==> config.mk <==
export PLATFORM = sky130hd
export DESIGN_NAME = mwm_ctrl_flat
export DESIGN_NICKNAME = d
export VERILOG_FILES = /design/src/common/mwm_pkg.sv /design/src/common/mwm_if.sv /design/src/mwm_ctrl.sv /design/src/flat_wrapper.sv
export SDC_FILE = /design/constraint.sdc
export NUM_CORES = 1
export LEC_CHECK = 0
export BUFFER_PORTS_ARGS = -buffer_cell sky130_fd_sc_hd__clkbuf_2
export CAP_MARGIN = 20
export CELL_PAD_IN_SITES_DETAIL_PLACEMENT = 0
export CELL_PAD_IN_SITES_GLOBAL_PLACEMENT = 1
export CORE_ASPECT_RATIO = 1.25
export CORE_UTILIZATION = 37
export CTS_CLUSTER_DIAMETER = 30
export DETAILED_ROUTE_END_ITERATION = 7
export PLACE_DENSITY = 0.78
export SLEW_MARGIN = 25
export SYNTH_ARGS = -nofsm -noshare
export SYNTH_HDL_FRONTEND = slang
export SYNTH_SLANG_ARGS = --single-unit
==> constraint.sdc <==
create_clock -name clk -period 2.6 [get_ports clk]
set_input_delay 0.65 -clock clk [delete_from_list [all_inputs] [get_ports clk]]
set_output_delay 0.65 -clock clk [all_outputs]
set_load 0.03 [all_outputs]
==> src/common/mwm_pkg.sv <==
// Package of constants and types for the multicycle wide multiplier
package mwm_pkg;
  localparam int OP_W = 18;
  localparam int PROD_W = 36;
  localparam int ACC_W = 48;
  localparam int SHIFT_W = 17;
  localparam int WIDE_W = 35;
  localparam int NARROW_W = 18;
  localparam int R53_W = 53;
  localparam int R70_W = 70;
  localparam int SEG_LO_W = 17;
  localparam int SEG_HI_W = 36;
  localparam int SEL_W = 7;
  // Select codes
  localparam logic [6:0] SEL_LOAD = 7'h05;
  localparam logic [6:0] SEL_ACC = 7'h25;
  localparam logic [6:0] SEL_SHACC = 7'h65;
  // Optional register stages around the multiplier (0 or 1 each)
  localparam int PIPE_IN = 0;
  localparam int PIPE_OUT = 0;
  typedef enum logic [1:0] {MODE_35X18, MODE_35X35, MODE_CPLX} mwm_mode_t;
endpackage

==> src/common/mwm_if.sv <==
// Interface joining the sequencing controller and the arithmetic slice
interface mwm_if
  import mwm_pkg::*;
  (input logic clk);
  logic [OP_W-1:0] a_slice;
  logic [OP_W-1:0] b_slice;
  logic [SEL_W-1:0] op_select_code;
  logic [ACC_W-1:0] acc_out;
  logic acc_valid;
  modport slice (input a_slice, input b_slice, input op_select_code,
    output acc_out, output acc_valid);
  modport ctrl (output a_slice, output b_slice, output op_select_code,
    input acc_out, input acc_valid);
endinterface

==> src/mwm_ctrl.sv <==
// Sequencing controller: drives operand slices and select codes
module mwm_ctrl
  import mwm_pkg::*;
  (
  // Clock and reset
  input wire logic clk,
  input wire logic rst,
  // User request
  input wire logic start,
  input wire mwm_mode_t mode,
  input wire logic [WIDE_W-1:0] op_a,
  input wire logic [WIDE_W-1:0] op_b,
  input wire logic [NARROW_W-1:0] a_im,
  input wire logic [NARROW_W-1:0] b_im,
  // User results
  output logic busy,
  output logic seg_valid,
  output logic [1:0] seg_index,
  output logic [SEG_HI_W-1:0] seg_data,
  output logic done,
  output logic [R70_W-1:0] result,
  output logic [ACC_W-1:0] re_part,
  // Slice link
  mwm_if.ctrl lnk
  );
  localparam int LAT = 1 + PIPE_IN + PIPE_OUT;
  // ****************************************
  // Issue sequencer
  // ****************************************
  typedef enum logic [2:0] {ST_IDLE, ST_C1, ST_C2, ST_C3, ST_C4, ST_WAIT} mwm_st_t;
  mwm_st_t st_d, st_q;
  mwm_mode_t md_d, md_q;
  logic [WIDE_W-1:0] a_d, a_q, b_d, b_q;
  logic [NARROW_W-1:0] ai_d, ai_q, bi_d, bi_q;
  logic [OP_W-1:0] oa_d, oa_q, ob_d, ob_q;
  logic [SEL_W-1:0] os_d, os_q;
  logic [2:0] cyc_d, cyc_q;
  logic iss_d, iss_q;
  logic last_d, last_q;
  // Lower piece with its top bit forced to zero
  function automatic logic [OP_W-1:0] lo_piece(input logic [WIDE_W-1:0] v);
    lo_piece = {1'b0, v[SHIFT_W-1:0]};
  endfunction
  function automatic logic [OP_W-1:0] hi_piece(input logic [WIDE_W-1:0] v);
    hi_piece = v[WIDE_W-1:SHIFT_W];
  endfunction
  always_comb begin
    st_d = st_q;
    md_d = md_q;
    a_d = a_q;
    b_d = b_q;
    ai_d = ai_q;
    bi_d = bi_q;
    oa_d = '0;
    ob_d = '0;
    os_d = SEL_LOAD;
    cyc_d = 3'h0;
    iss_d = 1'b0;
    last_d = 1'b0;
    case (st_q)
      ST_IDLE: begin
        if (start) begin
          st_d = ST_C1;
          md_d = mode;
          a_d = op_a;
          b_d = op_b;
          ai_d = a_im;
          bi_d = b_im;
        end
      end
      ST_C1, ST_C2, ST_C3, ST_C4: begin
        iss_d = 1'b1;
        cyc_d = 3'(st_q - ST_C1);
        case (md_q)
          MODE_35X18: begin
            oa_d = (st_q == ST_C1) ? lo_piece(a_q) : hi_piece(a_q);
            ob_d = b_q[OP_W-1:0];
            os_d = (st_q == ST_C1) ? SEL_LOAD : SEL_SHACC;
            last_d = (st_q == ST_C2);
          end
          MODE_35X35: begin
            oa_d = (st_q == ST_C1 || st_q == ST_C3) ? lo_piece(a_q) : hi_piece(a_q);
            ob_d = (st_q == ST_C1 || st_q == ST_C2) ? lo_piece(b_q) : hi_piece(b_q);
            os_d = (st_q == ST_C1) ? SEL_LOAD : (st_q == ST_C3) ? SEL_ACC : SEL_SHACC;
            last_d = (st_q == ST_C4);
          end
          default: begin
            oa_d = (st_q == ST_C1 || st_q == ST_C3) ? a_q[OP_W-1:0] : ai_q;
            ob_d = (st_q == ST_C1 || st_q == ST_C4) ? b_q[OP_W-1:0] : bi_q;
            os_d = (st_q == ST_C1 || st_q == ST_C3) ? SEL_LOAD : SEL_ACC;
            last_d = (st_q == ST_C4);
          end
        endcase
        if (last_d) st_d = ST_WAIT;
        else st_d = mwm_st_t'(st_q + 3'h1);
      end
      ST_WAIT: if (done) st_d = ST_IDLE;
      default: st_d = ST_IDLE;
    endcase
  end
  always_ff @(posedge clk) begin
    if (rst) begin
      st_q <= ST_IDLE;
      md_q <= MODE_35X18;
      a_q <= '0;
      b_q <= '0;
      ai_q <= '0;
      bi_q <= '0;
      oa_q <= '0;
      ob_q <= '0;
      os_q <= SEL_LOAD;
      cyc_q <= '0;
      iss_q <= 1'b0;
      last_q <= 1'b0;
    end else begin
      st_q <= st_d;
      md_q <= md_d;
      a_q <= a_d;
      b_q <= b_d;
      ai_q <= ai_d;
      bi_q <= bi_d;
      oa_q <= oa_d;
      ob_q <= ob_d;
      os_q <= os_d;
      cyc_q <= cyc_d;
      iss_q <= iss_d;
      last_q <= last_d;
    end
  end
  assign lnk.a_slice = oa_q;
  assign lnk.b_slice = ob_q;
  assign lnk.op_select_code = os_q;
  // ****************************************
  // Result tracking, delayed to match the slice latency
  // ****************************************
  logic [2:0] cyc_pipe [LAT];
  logic iss_pipe [LAT];
  logic last_pipe [LAT];
  genvar gi;
  for (gi = 0; gi < LAT; gi++) begin : g_dly
    always_ff @(posedge clk) begin
      if (rst) begin
        cyc_pipe[gi] <= '0;
        iss_pipe[gi] <= 1'b0;
        last_pipe[gi] <= 1'b0;
      end else begin
        cyc_pipe[gi] <= (gi == 0) ? cyc_q : cyc_pipe[(gi == 0) ? 0 : gi-1];
        iss_pipe[gi] <= (gi == 0) ? iss_q : iss_pipe[(gi == 0) ? 0 : gi-1];
        last_pipe[gi] <= (gi == 0) ? last_q : last_pipe[(gi == 0) ? 0 : gi-1];
      end
    end
  end
  logic [2:0] rc;
  logic rv, rl;
  assign rc = cyc_pipe[LAT-1];
  assign rv = iss_pipe[LAT-1] & lnk.acc_valid;
  assign rl = last_pipe[LAT-1];
  // ****************************************
  // Segment capture
  // ****************************************
  logic busy_d, sv_d, dn_d;
  logic [1:0] si_d;
  logic [SEG_HI_W-1:0] sd_d;
  logic [R70_W-1:0] res_d;
  logic [ACC_W-1:0] re_d;
  always_comb begin
    busy_d = (st_d != ST_IDLE);
    sv_d = 1'b0;
    si_d = seg_index;
    sd_d = '0;
    dn_d = rv & rl;
    res_d = result;
    re_d = re_part;
    if (rv) begin
      case (md_q)
        MODE_35X18: begin
          if (rc == 3'h0) begin
            res_d = '0;
            res_d[SEG_LO_W-1:0] = lnk.acc_out[SEG_LO_W-1:0];
          end else begin
            res_d[R53_W-1:SEG_LO_W] = lnk.acc_out[SEG_HI_W-1:0];
            res_d[R70_W-1:R53_W] = {(R70_W-R53_W){lnk.acc_out[SEG_HI_W-1]}};
          end
        end
        MODE_35X35: begin
          if (rc == 3'h0) begin
            sv_d = 1'b1;
            si_d = 2'h0;
            sd_d = SEG_HI_W'(lnk.acc_out[SEG_LO_W-1:0]);
            res_d = '0;
            res_d[SEG_LO_W-1:0] = lnk.acc_out[SEG_LO_W-1:0];
          end else if (rc == 3'h2) begin
            sv_d = 1'b1;
            si_d = 2'h1;
            sd_d = SEG_HI_W'(lnk.acc_out[SEG_LO_W-1:0]);
            res_d[2*SEG_LO_W-1:SEG_LO_W] = lnk.acc_out[SEG_LO_W-1:0];
          end else if (rc == 3'h3) begin
            sv_d = 1'b1;
            si_d = 2'h2;
            sd_d = lnk.acc_out[SEG_HI_W-1:0];
            res_d[R70_W-1:2*SEG_LO_W] = lnk.acc_out[SEG_HI_W-1:0];
          end
        end
        default: begin
          if (rc == 3'h1) re_d = lnk.acc_out;
          if (rc == 3'h3) res_d = R70_W'($signed(lnk.acc_out));
        end
      endcase
    end
  end
  always_ff @(posedge clk) begin
    if (rst) begin
      busy <= 1'b0;
      seg_valid <= 1'b0;
      seg_index <= '0;
      seg_data <= '0;
      done <= 1'b0;
      result <= '0;
      re_part <= '0;
    end else begin
      busy <= busy_d;
      seg_valid <= sv_d;
      seg_index <= si_d;
      seg_data <= sd_d;
      done <= dn_d;
      result <= res_d;
      re_part <= re_d;
    end
  end
endmodule

==> src/flat_wrapper.sv <==
// flat-port wrapper written by rule: the top's interface ports become plain ports
module mwm_ctrl_flat import mwm_pkg::*;
  (clk, rst, start, mode, op_a, op_b, a_im, b_im, busy, seg_valid, seg_index, seg_data, done, result, re_part, lnk_a_slice, lnk_b_slice, lnk_op_select_code, lnk_acc_out, lnk_acc_valid);
  mwm_if lnk_i (.clk(clk));
  input wire logic clk;
  input wire logic rst;
  input wire logic start;
  input wire mwm_mode_t mode;
  input wire logic [WIDE_W-1:0] op_a;
  input wire logic [WIDE_W-1:0] op_b;
  input wire logic [NARROW_W-1:0] a_im;
  input wire logic [NARROW_W-1:0] b_im;
  output logic busy;
  output logic seg_valid;
  output logic [1:0] seg_index;
  output logic [SEG_HI_W-1:0] seg_data;
  output logic done;
  output logic [R70_W-1:0] result;
  output logic [ACC_W-1:0] re_part;
  output wire logic [$bits(lnk_i.a_slice)-1:0] lnk_a_slice;
  output wire logic [$bits(lnk_i.b_slice)-1:0] lnk_b_slice;
  output wire logic [$bits(lnk_i.op_select_code)-1:0] lnk_op_select_code;
  input wire logic [$bits(lnk_i.acc_out)-1:0] lnk_acc_out;
  input wire logic [$bits(lnk_i.acc_valid)-1:0] lnk_acc_valid;
  assign lnk_a_slice = lnk_i.a_slice;
  assign lnk_b_slice = lnk_i.b_slice;
  assign lnk_op_select_code = lnk_i.op_select_code;
  assign lnk_i.acc_out = lnk_acc_out;
  assign lnk_i.acc_valid = lnk_acc_valid;
  mwm_ctrl u_core (.clk(clk), .rst(rst), .start(start), .mode(mode), .op_a(op_a), .op_b(op_b), .a_im(a_im), .b_im(b_im), .busy(busy), .seg_valid(seg_valid), .seg_index(seg_index), .seg_data(seg_data), .done(done), .result(result), .re_part(re_part), .lnk(lnk_i));
endmodule
==> results.md <==
- Status: finished with violations
- Violations in the final reports: DRC
- EDFF count, synth: 0
- RSZ-0062 raised after global routing: false
- Crit path max fanout: 28
- Area grow syn2layout: 35.52%
- Layout cells sized above 1: 30.47%
- CTS Hold Buffers Added: 0
- Post-CTS Setup Repair Bufs: 0
- WP data arrival: 2.75 ns
- Drt pass-1 iters: 8
- R2r setup slk: ~0.33 ns
- Final hold vios: 0
- Leak: 6.473 nW
- DRC: 1
- CP Cell Sequence: inv_1, ha_1, nor2b_1, and2_4, buf_4, nand2_1, a21oi_1
- Largest net degree at the start of global routing: ~140
- Max frequency: around 440 MHz
- Initial Utilization: 38.02%
- Via count: 10660
- Asr flop ratio synth: 0%
- Die Footprint: between 0.03 and 0.04 mm²
- Power density of the placed cells: 1021 mW/mm²
- Post-synth top flop: dfxtp_1
- Worst Max-Slew Pin Slew: 0.7888 ns
- Critical setup path kind: reg -> reg
- Wire per inst: 17.27 µm
- CP max stage cell: and2_4
- Site Rows: 71
- Clock Skew: 0.01837 ns
- First DRT Iteration DRCs: 619
- Fin crit period: between 2 and 2.5 ns
- Max-slew violation count: 0
- Cells after synthesis: between 1000 and 1500
- Root buf cell: clkbuf_16
- Proportion of netlist area held by the largest area contributor: between 50% and 60%
- # Max-Cap Violations: 0
- Netlist cell types: 52
- Worst EP required: 3.08 ns
- Placed cells: 2025
- Non-Filler Instances: roughly 2100
- Relative max-transition margin: a little under half
- Multiplexer area fraction after synthesis: less than 1%
- Sequential-to-total area share from yosys stat: 55.11%
- Antenna violations before repair: 0
- Family with the most delay on the worst path: simple AND/OR/NAND/NOR gates
- Final net count: 1850
- Tcrit/Tclk final: 87.28%
- Post-synthesis compound-gate area fraction: a little under a fifth
- CP Launch Type: register
- HP Class: in -> reg
- # diodes: 0
- CTS tree: yes
- Fin Setup TNS: 0 ns
- Mean post-synth cell area: 8.640 µm²
- Clk pin slew, worst setup/hold paths: 0.05 ns
- Synth Area in XOR/XNOR: 0.1516%
- WHS: 0.2961 ns
- CTS Buf Count: 58
- H-tree levels: 2
- Yosys top cell by area: dfxtp_1
- GP Congestion: 0.8650
- Post-synthesis simple-gate area fraction: 19.92%
- Crit-path max cell delay: 0.44 ns
- Chip Height: roughly 200 µm
- Via density: 4.995
- DRT Wirelength: 36860 µm
- YS warnings: 0
- PortBufs: 356
- Main combinational cell family by area after synthesis: simple AND/OR/NAND/NOR gates
- Final setup fails: 0
- I/O Pins: 362
- First-pass GRT wire length: around 57000 µm
- Mapped Area: 0.01155 mm²
- CP endpoint kind: register
- Buf/Inv on CP: 2
- Detail Placement HPWL: 24850 µm
- Area contributors post-synth: dfxtp_1 (55%), nand2_1 (13%), a21oi_1 (8.4%), nor2_1 (2.8%), a222oi_1 (2.6%)
- Vias in the first global route: 10403
- PostCTS Resize Cnt: 0
- Final ANT Viol Nets: 0
- Clk_lat worst skew: 0.57 ns
- Number of synthesized register bits: 318
- Total power: 15.98 mW
- Die Width: 160.0 µm
- Overflow left after global routing: 0
- Adder-cell share of the synthesized area: 0.6499%
- Clock Path Buffers: 3
- Peak VDD IR: 0.4999 mV
- Clock sink count: 318
- Total track usage: between 20% and 30%
- Area of the core: 0.03038 mm²
worst min-delay path, delay by kind of cell:
family / cells / cell delay, ns
AO/OA/AOI/OAI: 1 / 0.05
buffers and inverters: 1 / 0.08
AND/OR/NAND/NOR: 1 / 0.04
per-layer routing:
metal / GRT usage, % / part of all wire [%] / vias to the layer above / wire (µm)
met3: 5.770 / 7.4 / 65 / 2740
met2: 40.05 / 49 / 408 / 18140
met4: 9.418 / 3.0 / 0 / 1093
met5: 0 / 0 / - / 0
met1: 25.85 / 40 / 4951 / 14880
li1: - / - / 5236 / -
cell type report:
class / count / area [µm²]
Clock inverter: 40 / 402.9
Clock buffer: 69 / 1563
Sequential cell: 318 / 6367
Tap cell: 401 / 501.7
Multi-Input combinational cell: 906 / 4649
Timing Repair Buffer: 393 / 2143
Inverter: 7 / 26.28
Fill cell: 2943 / 14730
logic make-up after synthesis:
kind of cell / Yosys count
other: 2
AND/OR/NAND/NOR: 554
flip-flops: 318
multiplexers: 8
AO/OA/AOI/OAI: 331
XOR/XNOR: 2
buffers and inverters: 116
adder cells (fa/ha/maj): 6
synthesized netlist by cell type (2+ instances only):
master and number:
nand2_1 394, dfxtp_1 318, a21oi_1 194, nor2_1 85
clkbuf_1 55, and2_1 43, a211oi_1 38, a22oi_1 36
a222oi_1 30, buf_2 28, buf_4 12, a211oi_2 10
buf_1 7, buf_6 7, inv_1 7, nor2b_1 7
a311oi_1 6, ha_1 6, o21ai_0 6, mux2_2 5
nand2b_1 4, nor3_1 3, or3_1 3, conb_1 2
mux2i_1 2, nand3b_1 2, nor3b_1 2
state kept, by name (all words and copies together), names as in the netlist, 35 cells and up:
register         flops
u_core.seg_data     36
u_core.result       70
u_core.b_q          35
u_core.a_q          35
u_core.re_part      48
layout by cell type (no fill, tap or decap), types with 2 or more instances in the layout:
cell type / count
a211oi_1: 38
a211oi_2: 10
a21oi_1: 194
a222oi_1: 30
a22oi_1: 36
a311oi_1: 6
and2_1: 41
and2_4: 2
buf_12: 6
buf_4: 31
bufinv_16: 4
clkbuf_1: 4
clkbuf_16: 58
clkbuf_2: 355
clkbuf_8: 8
clkinv_2: 9
clkinv_4: 9
clkinvlp_4: 9
conb_1: 5
dfxtp_1: 317
ha_1: 6
inv_1: 7
inv_6: 6
inv_8: 2
mux2_2: 5
mux2i_1: 2
nand2_1: 393
nand2b_1: 4
nand3b_1: 2
nor2_1: 85
nor2b_1: 7
nor3_1: 3
nor3b_1: 2
o21ai_0: 6
or3_1: 2
worst paths after layout:
| path | start | to | cells after the start |
|---|---|---|---|
| setup / recovery | u_core.st_q[0] | u_core.a_q[25] | 7 |
| hold / removal | op_a[5] | u_core.a_q[5] | 3 |
| setup reg to reg | u_core.st_q[0] | u_core.a_q[25] | 7 |
| hold reg to reg | u_core.last_q | u_core.last_pipe[0] | 1 |
power breakdown:
part | leakage (nW) | switching (mW) | total, mW | internal [mW]
logic | 2.94 | 2.00 | 2.99 | 0.990
clock network | 0.946 | 2.66 | 7.39 | 4.73
registers | 2.58 | 0.257 | 5.61 | 5.35
total | 6.47 | 4.91 | 16.0 | 11.1
stage by stage:
stage	cell area, µm²	worst slack [ns]	util [%]
global placement	13690	0.3383	45.05
global route	15650	0.09809	51.52
finish	15650	0.3308	51.52
floorplan	11560	0.6465	-
detailed placement	13690	0.3113	45.05
CTS	15650	0.3321	51.52
Power figures use the tool's default switching activity.
